<file path="src/rtl/serial_port_pkg.sv">
package serial_port_pkg;

  localparam int ADDR_W  = 8;
  localparam int DATA_W  = 4;
  localparam int SHIFT_W = 8;
  localparam int CNT_W   = 3;

  // register addresses
  localparam logic [7:0] ADDR_PIN_FUNC = 8'h04;
  localparam logic [7:0] ADDR_MODE_A   = 8'h05;
  localparam logic [7:0] ADDR_DATA_LO  = 8'h06;
  localparam logic [7:0] ADDR_DATA_HI  = 8'h07;
  localparam logic [7:0] ADDR_MISC     = 8'h0C;
  localparam logic [7:0] ADDR_MODE_B   = 8'h28;
  localparam logic [7:0] ADDR_START    = 8'h30;
  localparam logic [7:0] ADDR_IRQ_STAT = 8'h31;
  localparam logic [7:0] ADDR_IRQ_MASK = 8'h32;

  // field positions
  localparam int MODEB_DIV_BIT  = 0;
  localparam int MODEB_IDLE_BIT = 1;
  localparam int PIN_SO_BIT     = 0;
  localparam int PIN_SI_BIT     = 1;
  localparam int MISC_PMOS_BIT  = 2;
  localparam int IRQ_DONE_BIT   = 0;

  // reset values
  localparam logic [1:0] PIN_FUNC_RST = 2'h0;
  localparam logic [3:0] MISC_RST     = 4'h0;
  localparam logic       DIV_SEL_RST  = 1'h0;
  localparam logic       IDLE_RST     = 1'h0;
  localparam logic [3:0] MASK_RST     = 4'h0;
  localparam logic [3:0] STAT_RST     = 4'h0;
  localparam logic [2:0] CNT_RST      = 3'h0;
  localparam logic [3:0] RD_ZERO      = 4'h0;

  // transfer clock half period, in prescaler ticks minus one
  localparam logic HALF_DIV2 = 1'h0;
  localparam logic HALF_DIV4 = 1'h1;

  typedef enum logic [0:0] {
    ST_IDLE = 1'b0,
    ST_XFER = 1'b1
  } xfer_state_t;

endpackage

</file>
<file path="src/rtl/level_sync.sv">
`timescale 1ns/1ps
module level_sync #(
  parameter int W = 1
) (
  input  wire logic         clk,
  input  wire logic         rst_n,
  input  wire logic         ce,
  input  wire logic [W-1:0] d,
  output logic      [W-1:0] q
);

  logic [W-1:0] meta_ff;
  logic [W-1:0] q_ff;
  logic [W-1:0] nxt_meta;
  logic [W-1:0] nxt_q;

  always_comb begin
    nxt_meta = ce ? d : meta_ff;
    nxt_q    = ce ? meta_ff : q_ff;
  end

  always_ff @(posedge clk) begin
    if (!rst_n) begin
      meta_ff <= '0;
      q_ff    <= '0;
    end else begin
      meta_ff <= nxt_meta;
      q_ff    <= nxt_q;
    end
  end

  assign q = q_ff;

endmodule

</file>
<file path="src/rtl/xfer_clock_div.sv">
`timescale 1ns/1ps
module xfer_clock_div (
  input  wire logic clk,
  input  wire logic rst_n,
  input  wire logic ce,
  input  wire logic run,
  input  wire logic tick,
  input  wire logic div4,
  output logic      toggle
);

  logic cnt_ff;
  logic nxt_cnt;
  logic term;

  always_comb begin
    term    = div4 ? serial_port_pkg::HALF_DIV4 : serial_port_pkg::HALF_DIV2;
    nxt_cnt = cnt_ff;
    toggle  = 1'b0;
    if (!run) begin
      nxt_cnt = 1'b0;
    end else if (tick) begin
      if (cnt_ff == term) begin
        nxt_cnt = 1'b0;
        toggle  = ce;
      end else begin
        nxt_cnt = 1'b1;
      end
    end
  end

  always_ff @(posedge clk) begin
    if (!rst_n) begin
      cnt_ff <= 1'b0;
    end else if (ce) begin
      cnt_ff <= nxt_cnt;
    end
  end
endmodule

</file>
<file path="src/rtl/clocked_serial_port_regs.sv">
`timescale 1ns/1ps
// Summary of operation
// - divisor bit picks prescaler output over two (0) or four (1)
// - reset clears both mode B bits; stop mode clears the divisor select bit, not the idle level
// - idle serial output follows the idle level bit one clock later
// - idle level bit has no defined value after reset or stop; here reset loads 0 and stop keeps it
// - transmit data leave LSB first, changing on transfer clock fall
// - serial input sampled on transfer clock rise, LSB first
// - serial data is two read/write four-bit digits, undefined at reset
// - pin function bits pick serial in (bit 1), serial out (bit 0)
// - misc bit 2 low enables output PMOS, high gives open drain
// - misc register cleared by reset and by stop mode
// - three-bit counter wraps after eighth clock, sets flag, ends transfer
// - mode A write stops clock, clears counter, flags if mid-transfer
module clocked_serial_port_regs (
  input  wire logic       clk,
  input  wire logic       rst_n,
  input  wire logic       ce,
  input  wire logic       stop_mode,
  input  wire logic       prescaler_tick,
  input  wire logic [7:0] addr,
  input  wire logic [3:0] wr_data,
  input  wire logic       wr_en,
  input  wire logic       rd_en,
  output logic      [3:0] rd_data,
  output logic            serial_clock_pin,
  input  wire logic       serial_input_pin,
  output logic            serial_output_pin,
  output logic            serial_output_pin_oe,
  output logic            busy,
  output logic            irq
);

  // register state
  logic [1:0] pin_func_ff;
  logic [3:0] misc_ff;
  logic       div_sel_ff;
  logic       idle_lvl_ff;
  logic [3:0] mask_ff;
  logic [3:0] stat_ff;
  logic [3:0] rd_data_ff;
  logic       irq_ff;
  logic [1:0] nxt_pin_func;
  logic [3:0] nxt_misc;
  logic       nxt_div_sel;
  logic       nxt_idle_lvl;
  logic [3:0] nxt_mask;
  logic [3:0] nxt_stat;
  logic [3:0] nxt_rd_data;
  logic       nxt_irq;

  // transfer state
  serial_port_pkg::xfer_state_t state_ff;
  serial_port_pkg::xfer_state_t nxt_state;
  logic [7:0] shreg_ff;
  logic [2:0] cnt_ff;
  logic       sck_ff;
  logic       so_bit_ff;
  logic       so_out_ff;
  logic       so_oe_ff;
  logic [7:0] nxt_shreg;
  logic [2:0] nxt_cnt;
  logic       nxt_sck;
  logic       nxt_so_bit;
  logic       nxt_so_out;
  logic       nxt_so_oe;

  logic       si_sync;
  logic       toggle;
  logic       wr_mode_a;
  logic       done_evt;
  logic       xfer;
  logic       so_level;
  logic       pmos_off;

  assign xfer      = (state_ff == serial_port_pkg::ST_XFER);
  assign wr_mode_a = wr_en && addr == serial_port_pkg::ADDR_MODE_A;

  level_sync #(.W(1)) u_si_sync (
    .clk   (clk),
    .rst_n (rst_n),
    .ce    (ce),
    .d     (serial_input_pin),
    .q     (si_sync)
  );

  xfer_clock_div u_div (
    .clk    (clk),
    .rst_n  (rst_n),
    .ce     (ce),
    .run    (xfer && !wr_mode_a && !stop_mode),
    .tick   (prescaler_tick),
    .div4   (div_sel_ff),
    .toggle (toggle)
  );

  // register file
  always_comb begin
    nxt_pin_func = pin_func_ff;
    nxt_misc     = misc_ff;
    nxt_div_sel  = div_sel_ff;
    nxt_idle_lvl = idle_lvl_ff;
    nxt_mask     = mask_ff;
    nxt_rd_data  = serial_port_pkg::RD_ZERO;
    nxt_stat     = stat_ff;
    if (rd_en && addr == serial_port_pkg::ADDR_IRQ_STAT) begin
      nxt_stat = serial_port_pkg::STAT_RST;
    end
    // set wins over the read clear
    if (done_evt) begin
      nxt_stat[serial_port_pkg::IRQ_DONE_BIT] = 1'b1;
    end
    if (wr_en) begin
      case (addr)
        serial_port_pkg::ADDR_PIN_FUNC: nxt_pin_func = wr_data[1:0];
        serial_port_pkg::ADDR_MISC:     nxt_misc = wr_data;
        serial_port_pkg::ADDR_IRQ_MASK: nxt_mask = wr_data;
        serial_port_pkg::ADDR_MODE_B: begin
          // ignored mid-transfer so the shift clock rate cannot jump
          if (!xfer) begin
            nxt_div_sel  = wr_data[serial_port_pkg::MODEB_DIV_BIT];
            nxt_idle_lvl = wr_data[serial_port_pkg::MODEB_IDLE_BIT];
          end
        end
        default: begin
        end
      endcase
    end
    if (rd_en) begin
      case (addr)
        serial_port_pkg::ADDR_DATA_LO:  nxt_rd_data = shreg_ff[3:0];
        serial_port_pkg::ADDR_DATA_HI:  nxt_rd_data = shreg_ff[7:4];
        serial_port_pkg::ADDR_IRQ_STAT: nxt_rd_data = stat_ff;
        serial_port_pkg::ADDR_IRQ_MASK: nxt_rd_data = mask_ff;
        default:                        nxt_rd_data = serial_port_pkg::RD_ZERO;
      endcase
    end
    if (stop_mode) begin
      nxt_pin_func = serial_port_pkg::PIN_FUNC_RST;
      nxt_misc     = serial_port_pkg::MISC_RST;
      nxt_div_sel  = serial_port_pkg::DIV_SEL_RST;
    end
    nxt_irq = |(nxt_stat & mask_ff);
  end

  always_ff @(posedge clk) begin
    if (!rst_n) begin
      pin_func_ff <= serial_port_pkg::PIN_FUNC_RST;
      misc_ff     <= serial_port_pkg::MISC_RST;
      div_sel_ff  <= serial_port_pkg::DIV_SEL_RST;
      // idle level has no documented reset; a known value keeps pins clean
      idle_lvl_ff <= serial_port_pkg::IDLE_RST;
      mask_ff     <= serial_port_pkg::MASK_RST;
      stat_ff     <= serial_port_pkg::STAT_RST;
      rd_data_ff  <= serial_port_pkg::RD_ZERO;
      irq_ff      <= 1'b0;
    end else if (ce) begin
      pin_func_ff <= nxt_pin_func;
      misc_ff     <= nxt_misc;
      div_sel_ff  <= nxt_div_sel;
      idle_lvl_ff <= nxt_idle_lvl;
      mask_ff     <= nxt_mask;
      stat_ff     <= nxt_stat;
      rd_data_ff  <= nxt_rd_data;
      irq_ff      <= nxt_irq;
    end
  end

  // transfer engine, internal clock only
  always_comb begin
    nxt_state  = state_ff;
    nxt_shreg  = shreg_ff;
    nxt_cnt    = cnt_ff;
    nxt_sck    = sck_ff;
    nxt_so_bit = so_bit_ff;
    done_evt   = 1'b0;
    if (wr_en && !xfer) begin
      // data digits are left alone mid-transfer; no guarantee anyway
      if (addr == serial_port_pkg::ADDR_DATA_LO) begin
        nxt_shreg[3:0] = wr_data;
      end
      if (addr == serial_port_pkg::ADDR_DATA_HI) begin
        nxt_shreg[7:4] = wr_data;
      end
    end
    case (state_ff)
      serial_port_pkg::ST_IDLE: begin
        nxt_sck = 1'b1;
        if (wr_en && addr == serial_port_pkg::ADDR_START && !stop_mode) begin
          nxt_state = serial_port_pkg::ST_XFER;
          nxt_cnt   = serial_port_pkg::CNT_RST;
        end
      end
      serial_port_pkg::ST_XFER: begin
        if (wr_mode_a || stop_mode) begin
          nxt_state = serial_port_pkg::ST_IDLE;
          nxt_cnt   = serial_port_pkg::CNT_RST;
          nxt_sck   = 1'b1;
          done_evt  = 1'b1;
        end else if (toggle) begin
          nxt_sck = !sck_ff;
          if (sck_ff) begin
            nxt_so_bit = shreg_ff[0];
          end else begin
            nxt_shreg = {si_sync && pin_func_ff[serial_port_pkg::PIN_SI_BIT],
                         shreg_ff[7:1]};
            nxt_cnt   = cnt_ff + 3'h1;
            if (cnt_ff == 3'h7) begin
              nxt_state = serial_port_pkg::ST_IDLE;
              done_evt  = 1'b1;
            end
          end
        end
      end
      default: nxt_state = serial_port_pkg::ST_IDLE;
    endcase
  end

  always_ff @(posedge clk) begin
    if (!rst_n) begin
      state_ff  <= serial_port_pkg::ST_IDLE;
      cnt_ff    <= serial_port_pkg::CNT_RST;
      sck_ff    <= 1'b1;
      so_bit_ff <= 1'b1;
    end else if (ce) begin
      state_ff  <= nxt_state;
      cnt_ff    <= nxt_cnt;
      sck_ff    <= nxt_sck;
      so_bit_ff <= nxt_so_bit;
    end
  end

  // serial data carry no reset by design
  always_ff @(posedge clk) begin
    if (ce) begin
      shreg_ff <= nxt_shreg;
    end
  end

  // output pin drive
  assign pmos_off = misc_ff[serial_port_pkg::MISC_PMOS_BIT];

  always_comb begin
    so_level   = xfer ? so_bit_ff : idle_lvl_ff;
    nxt_so_out = so_level;
    nxt_so_oe  = 1'b0;
    if (pin_func_ff[serial_port_pkg::PIN_SO_BIT]) begin
      // with the pull-up transistor off only a low is driven
      nxt_so_oe = pmos_off ? !so_level : 1'b1;
    end
  end

  always_ff @(posedge clk) begin
    if (!rst_n) begin
      so_out_ff <= 1'b0;
      so_oe_ff  <= 1'b0;
    end else if (ce) begin
      so_out_ff <= nxt_so_out;
      so_oe_ff  <= nxt_so_oe;
    end
  end

  assign rd_data              = rd_data_ff;
  assign serial_clock_pin     = sck_ff;
  assign serial_output_pin    = so_out_ff;
  assign serial_output_pin_oe = so_oe_ff;
  assign busy                 = state_ff == serial_port_pkg::ST_XFER;
  assign irq                  = irq_ff;
endmodule

</file>
<file path="config.mk">
export PLATFORM = sky130hd
export DESIGN_NAME = clocked_serial_port_regs
export DESIGN_NICKNAME = d
export VERILOG_FILES = /design/src/rtl/serial_port_pkg.sv /design/src/rtl/level_sync.sv /design/src/rtl/xfer_clock_div.sv /design/src/rtl/clocked_serial_port_regs.sv
export SDC_FILE = /design/constraint.sdc
export NUM_CORES = 1
export LEC_CHECK = 0
export BUFFER_PORTS_ARGS = -buffer_cell sky130_fd_sc_hd__buf_4
export CAP_MARGIN = 20
export CORE_MARGIN = 4
export CORE_UTILIZATION = 45
export DETAILED_ROUTE_END_ITERATION = 10
export PLACE_DENSITY = 0.65
export RECOVER_POWER = 100
export SLEW_MARGIN = 20
export SYNTH_ARGS = -nofsm -noshare
export SYNTH_HDL_FRONTEND = slang
export SYNTH_HIERARCHICAL = 1
export SYNTH_SLANG_ARGS = --single-unit
</file>
<file path="constraint.sdc">
create_clock -name clk -period 4.9 [get_ports clk]
set_clock_uncertainty 0.15 [all_clocks]
set_input_delay 0.735 -clock clk [delete_from_list [all_inputs] [get_ports clk]]
set_output_delay 0.735 -clock clk [all_outputs]
set_load 0.02 [all_outputs]
</file>
# [Yosys cells after proc, flatten, opt, wreduce, memory -nomap -nowiden]
# Index checks and enable logic that the tools add are counted.
[word_totals] ramBits=0 out_inout_bits=9 regBits=39 memories=0 word_cells=116 mem_bits_ro=0 latchBits=0 in_bits=20
[classes] mux=50 magnitude_cmp=0 bitwise=3 div=0 add_sub_neg=1 multipliers=0 n_reduce_logical=28 shifts=0 n_eq_ne=16
[op_table] op="$mux 8" n=5
[op_table] op="$eq 8x3->1 const B" n=4
[op_table] op="$eq 8x6->1 const B" n=4
[op_table] op="$mux 1" n=27
[op_table] op="$mux 3" n=7
[op_table] op="$mux 4" n=4
[op_table] op="$pmux 4 s4" n=1
[op_table] op="$reduce_and 4->1" n=3
[op_table] op="$reduce_and 3->1" n=3
[op_table] op="$eq 8x4->1 const B" n=1
[op_table] op="$logic_and 1x1->1" n=8
[op_table] op="$reduce_bool 2->1" n=4
[op_table] op="$mux 2" n=3
[op_table] op="$ne 2x2->1 const B" n=3
[op_table] op="$pmux 3 s2" n=1
[op_table] op="$logic_not 1->1" n=5
[op_table] op="$reduce_and 5->1" n=1
[op_table] op="$and 4x4->4" n=1
[op_table] op="$pmux 1 s2" n=2
[op_table] op="$reduce_and 2->1" n=2
[op_table] op="$reduce_or 4->1" n=1
[op_table] op="$add 3x1->3 const B" n=1
[op_table] op="$eq 3x3->1 const B" n=1
[op_table] op="$ne 3x1->1 const B" n=1
[op_table] op="other kinds (4)" n=5

# [Depth between registers and ports, before layout]
# Gate-level depths: netlist of run 1.
[logic_depth] ltp_word=12 ltp_mapped=10 ltp_nobuf=8

# [Hierarchy]
# The synthesis of run 1 kept the hierarchy.
[modules_own_cells] module="clocked_serial_port_regs" area_each_um2=1898.1 cells_per_inst=177 seq_area_each_um2=760.7 n_inst=1
[modules_own_cells] module="xfer_clock_div" area_each_um2=75.1 cells_per_inst=9 seq_area_each_um2=20.0 n_inst=1
[modules_own_cells] module="level_sync" area_each_um2=72.6 cells_per_inst=6 seq_area_each_um2=40.0 n_inst=1

# [Worst setup path before layout of run 1]
# OpenSTA, ideal clock, no wires.
[synth_timing] path_type="in2reg" startpoint="in addr[0]" endpoint="reg shreg_ff[6], data pin" setup_time_ns=0.260 cell_stages=9 required_ns=4.490 path_buffers=2 slack_ns=2.018 t_arrival_ns=2.471 path_cell_list="buf_6 > nor2b_1 > buf_4 > a41oi_4 > nand3_1 > nor2_1 > nor2b_1 > nand2_4 > mux2_4"
[synth_between] elab_chain_cells=9 elab_cells_between_ends=14
[synth_rtl] element="start, declared" line_no="clocked_serial_port_regs.sv:21" text="input wire logic [7:0] addr,"
[synth_rtl] element="$eq 8x3->1" line_no="clocked_serial_port_regs.sv:77" text="assign wr_mode_a = wr_en && addr == serial_port_pkg::ADDR_MODE_A;"
[synth_rtl] element="$logic_and 1x1->1" line_no="clocked_serial_port_regs.sv:77"
[synth_rtl] element="$logic_not 1->1" line_no="clocked_serial_port_regs.sv:91" text=".run (xfer && !wr_mode_a && !stop_mode),"
[synth_rtl] element="$logic_and 1x1->1 (2 in series)" line_no="clocked_serial_port_regs.sv:91"
[synth_rtl] element="$mux 1" line_no="xfer_clock_div.sv:20" text="if (!run) begin"
[synth_rtl] element="via toggle" line_no="clocked_serial_port_regs.sv:69" text="logic toggle;"
[synth_rtl] element="$mux 8" line_no="clocked_serial_port_regs.sv:200" text="end else if (toggle) begin"
[synth_rtl] element="$mux 8" line_no="clocked_serial_port_regs.sv:195" text="if (wr_mode_a || stop_mode) begin"
[synth_rtl] element="$mux 8" line_no="clocked_serial_port_regs.sv:186" text="case (state_ff)"
[synth_rtl] element="via nxt_shreg[6]" line_no="clocked_serial_port_regs.sv:61" text="logic [7:0] nxt_shreg;"
[synth_rtl] element="end signal, assigned" line_no="clocked_serial_port_regs.sv:236" text="shreg_ff <= nxt_shreg;"
[synth_rtl] element="end, declared" line_no="clocked_serial_port_regs.sv:55" text="logic [7:0] shreg_ff;"
# The timed path passes the listed nets, and every way through them passes these cells.
# A chain may end at the register's enable or synchronous reset.

# [Worst setup path in the final report of run 1]
[layout_timing] startpoint="in ce" endpoint="reg shreg_ff[5], data pin"
[layout_between] elab_chain_cells=6
[layout_rtl] element="start, declared" line_no="clocked_serial_port_regs.sv:18" text="input wire logic ce,"
[layout_rtl] element="$mux 1" line_no="xfer_clock_div.sv:23" text="if (cnt_ff == term) begin"
[layout_rtl] element="$mux 1" line_no="xfer_clock_div.sv:22" text="end else if (tick) begin"
[layout_rtl] element="$mux 1" line_no="xfer_clock_div.sv:20"
[layout_rtl] element="via toggle" line_no="clocked_serial_port_regs.sv:69"
[layout_rtl] element="$mux 8" line_no="clocked_serial_port_regs.sv:200"
[layout_rtl] element="$mux 8" line_no="clocked_serial_port_regs.sv:195"
[layout_rtl] element="$mux 8" line_no="clocked_serial_port_regs.sv:186"
[layout_rtl] element="via nxt_shreg[5]" line_no="clocked_serial_port_regs.sv:61"
# The timed path passes the listed nets, and every way through them passes these cells.

==> impl_metrics.yaml, run 1 <==
outcome:
  outcome: "completed"
synth:
  yosys.cell_types.count: 45
  yosysWarningCount: 6
  ys.flop_type: "dfxtp_1"
  synth_area_per_cell_um2: 10.7
  synth.yosys.seq_area_share_pct: 40.1
  yosys.area.top_type_share_pct: 28.4
  postSynthCellCount: 192
  post_synth_main_area_contributors: "dfxtp_1 (28%), edfxtp_1 (12%), mux2i_1 (7.8%)"
  synth_nets: 214
  synth_seq_cells: 37
  synth_largest_area_cell: "dfxtp_1"
  share_of_synthesized_registers_carrying_an_async_set_or_reset_pct: 0
  post_synth_instance_area_um2: 2050
  synth_edf_count: 8
place:
  dp_cells: 265
  place.detailed.hpwl_um: 3540
  place_ws_ps: 1790
  routabilityCongestion: 0.818
  portBuffers: 28
worst_hold_path:
  min_delay_path_depth: 2
  hold_path_end: "serial_output_pin_oe"
  worstHoldStart: "serial_output_pin_oe"
  worstHoldPathType: "reg2reg"
die:
  floorplan.rows: 24
  die_width_um: 75.4
  die_height_um: 75.4
  start_util_pct: 46.7
  core_area_um2: 4380
  dieArea_um2: 5690
  ioPinCount: 29
worst_setup_path:
  critPathTopFamily: "simple AND/OR/NAND/NOR gates"
  timing.critical_path.buf_inv: 1
  rrSetupSlack_ps: 2110
  timing.critical_path.from_type: "primary input"
  setup.worst_path.start: "ce"
  timing.critical_path.fanout_max: 26
  worst-endpoint-required_ps: 4780
  crit_path_end_kind: "register"
  critPathSlowestCell: "clkbuf_1"
  worst-setup-path-type: "in2reg"
  worstPathArrival_ps: 3060
  reg2reg_to: "shreg_ff[5]"
  number_of_cells_on_the_worst_reg_to_reg_path: 7
  longest_individual_stage_delay_on_the_worst_path_ps: 890
  worstReg2RegStart: "busy"
  cp_cell_sequence: "clkbuf_1, nand3_1, nor2_1, nor2b_1, nand2_1, mux2_1"
routing:
  route.vias.total: 1617
  drc: 0
  routed_wirelength_um: 4740
  vias_per_cell: 5.92
  final_antenna_net_count: 0
  first_pass_iteration_count_of_the_detailed_router: 5
  starting_drt_drc_count: 116
  wl_per_cell_um: 17.3
power:
  leakagePower_uw: 0.000924
  ir_worst_vdd_v: 0.000198
  power_per_cell_area_nw_per_um2: 256
grt:
  grt_pass1_vias: 1578
  grt_antenna_before_repair: 0
  globalRouteOverflowTotal: 0
  grt_max_degree: 33
  grt_pass1_wl_um: 7730
  grt.total_usage_pct: 17.8
timing:
  rsz0062_at_grt: "false"
  period_utilization_post_route_pct: 64.9
  worst-slew-pin-transition_ps: 1250
  final.min_clock_period_ps: 3180
  fmax_mhz: 314
  final-setup-viol-count: 0
  final-hold-violation-count: 0
  post_route_hold_slack_ps: 323
  fin_tns_setup_ps: 0
  maxSlewViolCount: 0
  max-slew-margin-rel_pct: 16.9
  setup_ws_ps: 1720
layout:
  area_growth_syn_to_layout_pct: 12.6
  final_layout_size_suffix_gt1_share_pct: 19.5
  layout_common_cells: "dfxtp_1 (29), buf_4 (18), mux2i_1 (16), nand2_1 (15), nor2b_1 (12)"
  nets: 242
  filler_cell_count: 405
  final_common_cell: "dfxtp_1"
  finalNonFillerCells: 273
  num_antenna_cells: 0
clock_network:
  clock_tree.buffer_depth: 2
  clkSinkCount: 37
  cts_root_buffer: "clkbuf_8"
  cts.reportedPaths.clkPinSlew_ps: 80
  cts_setup_buffers: 0
  hold_buffers: 0
  cts_made_buffers: 5
  post_cts_sizing: 0
  worst_skew_late_latency_ps: 290
  htree_num_levels: 2
  tritoncts: "yes"
job:
  cap_violations: 0
-- cells by family (layout without fill, tap and decap cells) --
family	Yosys count	after routing	share of synthesized area, %
fa+ha+maj	2	2	1.22
compound gates	39	39	15.5
simple gates	72	72	23.9
xor+xnor	1	1	0.428
mux	30	30	16.3
flops	37	37	40.1
buf+inv	11	40	2.57
-- routing by layer --
metal / GRT usage (%) / part of all wire [%]
met2: 28.4 / 47
met3: 3.30 / 4.2
met5: 0 / 0
met4: 6.41 / 1.2
met1: 24.1 / 47
-- cell usage after synthesis (all sizes together), types with 3 or more instances --
master  instances
o22ai           8
nand3          10
edfxtp          8
nand2b          4
mux2           14
nor2            3
a22oi           4
mux2i          16
and4bb          3
nor2b          12
nand4           4
and2            8
o211ai          5
a32o            4
inv             4
a21boi          4
clkbuf          5
dfxtp          29
nand2          15
nor3b           3
and3            3
-- state kept, by name (all words and copies together), names as in the netlist, 2 cells and up --
signal / cells
cnt_ff: 3
mask_ff: 4
pin_func_ff: 2
rd_data: 4
shreg_ff: 8
stat_ff: 4
-- stage by stage --
| stage | util [%] | power (uW) | cell area [um^2] |
|---|---|---|---|
| floorplan | - | 358 | 2050 |
| global placement | 52.1 | 385 | 2280 |
| detailed placement | 52.1 | 387 | 2280 |
| CTS | 54.0 | 598 | 2370 |
| global route | 52.5 | 610 | 2300 |
| finish | 52.5 | 589 | 2300 |
-- where the power goes --
part	leakage (uW)	internal, uW	switching, uW
clock	0.0000482	98.6	113
sequential	0.000312	317	4.11
combinational	0.000564	24.9	32.1
-- layout make-up --
| class | instances | area [um^2] | share of cell area, % |
|---|---|---|---|
| inverter | 4 | 15.0 | 0.652 |
| tap | 52 | 65.1 | 2.82 |
| timing repair buffer | 28 | 173 | 7.50 |
| multi-input combinational | 144 | 1140 | 49.7 |
| clock inverter | 3 | 16.3 | 0.706 |
| sequential | 37 | 821 | 35.6 |
| clock buffer | 5 | 68.8 | 2.99 |
-- worst max path at each step --
stage,cells past startpoint,endpoint,slack [ps]
floorplan,9,shreg_ff[6],2020
detailed placement,8,shreg_ff[5],1790
CTS,8,shreg_ff[5],2090
global route,6,shreg_ff[5],1440
global placement,8,shreg_ff[6],1880
finish,6,shreg_ff[5],1720
-- worst register-to-register path, cell delays in order (launching register included) --
cell and delay (ps):
dfxtp_1 580, nand2b_1 200, a41oi_4 270, nand3_1 140
nor2_1 200, nor2b_1 280, nand2_1 310, mux2_1 410
(Power assumes the default switching activity.)
==> inputs of run 2 (changes only) <==
Clock period 4.9 ns to 3 ns, I/O delays scaled along.
==> impl_metrics.yaml, run 2 (same netlist as run 1, synthesis figures left out) <==
timing:
  max-slew-margin-rel_pct: 69.2
  fin_tns_setup_ps: 0
  worst-slew-pin-transition_ps: 462
  maxSlewViolCount: 0
  rsz0062_at_grt: "false"
  fmax_mhz: 384
  final-hold-violation-count: 0
  final-setup-viol-count: 0
  period_utilization_post_route_pct: 86.8
  final.min_clock_period_ps: 2600
layout:
  num_antenna_cells: 0
  area_growth_syn_to_layout_pct: 13.3
  nets: 246
  final_layout_size_suffix_gt1_share_pct: 18.7
  filler_cell_count: 416
  largest_register_ff_count: 8
  layout_common_cells: "dfxtp_1 (29), buf_4 (18), mux2i_1 (16), clkbuf_1 (15), nand2_1 (14)"
  largest-register: "shreg_ff"
  final_common_cell: "dfxtp_1"
outcome:
  outcome: "completed"
routing:
  final_antenna_net_count: 0
  wl_per_cell_um: 17.6
  first_pass_iteration_count_of_the_detailed_router: 4
  vias_per_cell: 5.92
  drc: 0
  routed_wirelength_um: 4870
  route.vias.total: 1639
  starting_drt_drc_count: 139
clock_network:
  post_cts_sizing: 0
  cts_root_buffer: "clkbuf_8"
  cts_setup_buffers: 0
  cts.reportedPaths.clkPinSlew_ps: 70
  cts_made_buffers: 5
  clkSinkCount: 37
  htree_num_levels: 2
  clock_tree.buffer_depth: 2
  hold_buffers: 0
  worst_skew_late_latency_ps: 290
  tritoncts: "yes"
worst_setup_path:
  timing.critical_path.fanout_max: 10
  critPathTopFamily: "simple AND/OR/NAND/NOR gates"
  worst-endpoint-required_ps: 2880
  worst-setup-path-type: "in2reg"
  timing.critical_path.buf_inv: 1
  timing.critical_path.from_type: "primary input"
  worstPathArrival_ps: 2490
  critPathSlowestCell: "nor2b_1"
  cp_common_cell: "nor2b_1"
  longest_individual_stage_delay_on_the_worst_path_ps: 360
  cp_cell_sequence: "clkbuf_1, nor2b_1, a41oi_4, nand3_1, nor2_1, nor2b_1, nand2_4, mux2_1"
  crit_path_end_kind: "register"
grt:
  grt.total_usage_pct: 19.0
  globalRouteOverflowTotal: 0
  layer_carrying_the_most_global_route_usage: "met2"
  grt_pass1_wl_um: 8020
  grt_max_degree: 33
  grtUsageMet3_pct: 4.22
  grt_pass1_vias: 1604
  global_route.usage.met1_pct: 25.1
  grt_antenna_before_repair: 0
  global_route.usage.met2_pct: 30.3
die:
  dieArea_um2: 5690
  ioPinCount: 29
  start_util_pct: 46.7
  die_width_um: 75.4
  die_height_um: 75.4
  core_area_um2: 4380
  floorplan.rows: 24
worst_hold_path:
  worstHoldPathType: "in2reg"
power:
  ir_worst_vdd_v: 0.000211
  power_per_cell_area_nw_per_um2: 410
  total_power_uw: 949
  leakagePower_uw: 0.000943
place:
  place.detailed.hpwl_um: 3730
  portBuffers: 28
  routabilityCongestion: 0.782
job:
  cap_violations: 0
## run 2: tightest hold or removal path, stage by stage
cell	delay, ps
buf_4	80
mux2i_1	50
nor2b_1	100
## run 2: final cells by class
type,instances,area (um^2),share of cell area (%)
Tap cell,52,65.1,2.81
Multi-Input combinational cell,144,1150,49.5
Clock inverter,2,10.0,0.432
Timing Repair Buffer,32,188,8.10
Sequential cell,37,821,35.4
Inverter,4,15.0,0.648
Clock buffer,6,72.6,3.13
## run 2: worst paths after layout
check	startpoint	to	slack, ps	cells after the start
setup reg to reg	busy	shreg_ff[4]	580	7
setup / recovery	addr[0]	shreg_ff[4]	400	8
hold / removal	serial_input_pin	u_si_sync/meta_ff	280	3
hold reg to reg	serial_output_pin_oe	serial_output_pin_oe	320	2
## run 2: stage by stage
stage	utilization (%)	hold slack, ps	std cells	worst slack, ps	area [um^2]
after CTS	54.7	272	277	575	2400
after floorplan	-	300	192	403	2050
after global placement	52.8	308	269	355	2310
after global routing	52.9	315	277	267	2320
final	52.9	278	277	397	2320
after detailed placement	52.8	316	269	277	2310
## run 2: metal layers
layer / wire (um) / part of all wire [%]
met1: 2100 / 43
met2: 2420 / 50
met3: 257 / 5.3
met4: 80 / 1.6
met5: 0 / 0
## run 2: power breakdown
| part | total (uW) | switching [uW] | leakage (uW) | internal (uW) |
|---|---|---|---|---|
| logic | 91.9 | 51.6 | 0.000586 | 40.3 |
| clock network | 332 | 172 | 0.0000450 | 161 |
| registers | 525 | 6.95 | 0.000312 | 518 |
| total | 949 | 230 | 0.000943 | 719 |
==> inputs of run 3 (changes only) <==
Settings changed: BUFFER_PORTS_ARGS -buffer_cell sky130_fd_sc_hd__buf_4 to -buffer_cell sky130_fd_sc_hd__buf_2, CAP_MARGIN 20 to 25, CORE_ASPECT_RATIO set to 0.7.
==> impl_metrics.yaml, run 3 (same netlist as run 1, synthesis figures left out) <==
worst_setup_path:
  worstPathArrival_ps: 2580
  timing.critical_path.fanout_max: 25
  worst-setup-path-type: "in2reg"
  critPathTopFamily: "buffers and inverters"
  reg2reg_to: "shreg_ff[6]"
  critPathSlowestCell: "clkbuf_1"
  worst-endpoint-required_ps: 3060
  timing.critical_path.from_type: "primary input"
  rrSetupSlack_ps: 660
  crit_path_end_kind: "register"
  cp_cell_sequence: "buf_2, clkbuf_1, and4bb_1, and4b_1, o211ai_1, o22ai_1"
  number_of_cells_on_the_worst_reg_to_reg_path: 7
  timing.critical_path.buf_inv: 2
  longest_individual_stage_delay_on_the_worst_path_ps: 910
  setup.worst_path.start: "ce"
  worstReg2RegStart: "busy"
grt:
  grt.total_usage_pct: 17.9
  grt_pass1_wl_um: 7980
  grt_pass1_vias: 1570
  grt_max_degree: 33
  globalRouteOverflowTotal: 0
  grt_antenna_before_repair: 0
die:
  core_area_um2: 4350
  start_util_pct: 47.0
  die_height_um: 64.4
  ioPinCount: 29
  die_width_um: 88.6
  floorplan.rows: 20
  dieArea_um2: 5710
timing:
  fin_tns_setup_ps: 0
  worst-slew-pin-transition_ps: 1250
  max-slew-margin-rel_pct: 16.8
  final.min_clock_period_ps: 2510
  maxSlewViolCount: 0
  rsz0062_at_grt: "false"
  final-hold-violation-count: 0
  post_route_hold_slack_ps: 273
  fmax_mhz: 398
  period_utilization_post_route_pct: 83.8
  final-setup-viol-count: 0
layout:
  final_common_cell: "dfxtp_1"
  area_growth_syn_to_layout_pct: 13.6
  nets: 248
  num_antenna_cells: 0
  largest_register_ff_count: 8
  layout_common_cells: "dfxtp_1 (29), buf_2 (20), mux2i_1 (16), nand2_1 (15), nor2b_1 (12)"
  final_layout_size_suffix_gt1_share_pct: 22.0
  largest-register: "shreg_ff"
clock_network:
  tritoncts: "yes"
  worst_skew_late_latency_ps: 280
  cts_made_buffers: 5
  cts_setup_buffers: 0
  clkSinkCount: 37
  post_cts_sizing: 0
  clock_tree.buffer_depth: 2
  htree_num_levels: 2
  cts_root_buffer: "clkbuf_8"
  cts.reportedPaths.clkPinSlew_ps: 70
  hold_buffers: 0
worst_hold_path:
  worstHoldPathType: "in2reg"
  worstHoldStart: "serial_input_pin"
  min_delay_path_depth: 3
  hold_path_end: "u_si_sync/meta_ff"
job:
  cap_violations: 0
place:
  portBuffers: 28
  place.detailed.hpwl_um: 3540
  routabilityCongestion: 0.870
power:
  power_per_cell_area_nw_per_um2: 430
  ir_worst_vdd_v: 0.000241
  leakagePower_uw: 0.000947
routing:
  vias_per_cell: 5.78
  first_pass_iteration_count_of_the_detailed_router: 5
  wl_per_cell_um: 16.7
  routed_wirelength_um: 4700
  final_antenna_net_count: 0
  route.vias.total: 1631
  starting_drt_drc_count: 124
  drc: 0
outcome:
  outcome: "completed"
==> run 3: cell types whose count changed in the layout (fill, tap and decap cells not counted), sizes merged <==
cell / delta
clkbuf: -3
buf: +6
clkinv: -1
==> run 3: worst register-to-register path, delay by kind of cell, from the launching register on <==
family          cells  cell delay, ps
simple gates        5            1010
compound gates      1             200
mux                 1             400
flops               1             340
==> run 3: where the power goes <==
part	internal [uW]	switching (uW)	leakage, uW
Sequential	518	6.28	0.000312
Clock	208	178	0.0000542
Combinational	36.4	52.9	0.000581
Total	762	237	0.000947
==> run 3: worst max-delay path by stage <==
| stage | slack (ps) | to | cells past startpoint |
|---|---|---|---|
| after floorplan | 400 | shreg_ff[6] | 9 |
| after global placement | 450 | shreg_ff[6] | 8 |
| after detailed placement | 390 | shreg_ff[6] | 8 |
| after CTS | 690 | shreg_ff[6] | 8 |
| after global routing | 290 | cnt_ff[0] | 6 |
| final | 490 | cnt_ff[1] | 6 |
==> run 3: final cells by class <==
| type | instances | area [um^2] |
|---|---|---|
| clock inverters | 1 | 5.00 |
| inverters | 4 | 15.0 |
| multi-input cells | 144 | 1150 |
| flip-flops and latches | 37 | 821 |
| well taps | 55 | 68.8 |
| clock buffers | 7 | 96.3 |
| repair buffers | 34 | 168 |
| fillers | 423 | 2030 |
==> run 3: layer usage <==
layer / global-route usage (%) / part of all wire [%]
met4: 4.72 / 1.1
met1: 26.7 / 52
met2: 25.7 / 41
met3: 3.94 / 5.8
met5: 0 / 0
==> run 3: per-stage QoR <==
| step | total power [uW] | cell area, um^2 | instances | util [%] | setup WS (ps) |
|---|---|---|---|---|---|
| after global placement | 628 | 2260 | 274 | 52.0 | 450 |
| final | 999 | 2320 | 282 | 53.4 | 485 |
| after detailed placement | 628 | 2260 | 274 | 52.0 | 386 |
| after CTS | 1010 | 2360 | 282 | 54.3 | 694 |
| after floorplan | 586 | 2050 | 192 | - | 403 |
| after global routing | 1040 | 2320 | 282 | 53.4 | 294 |
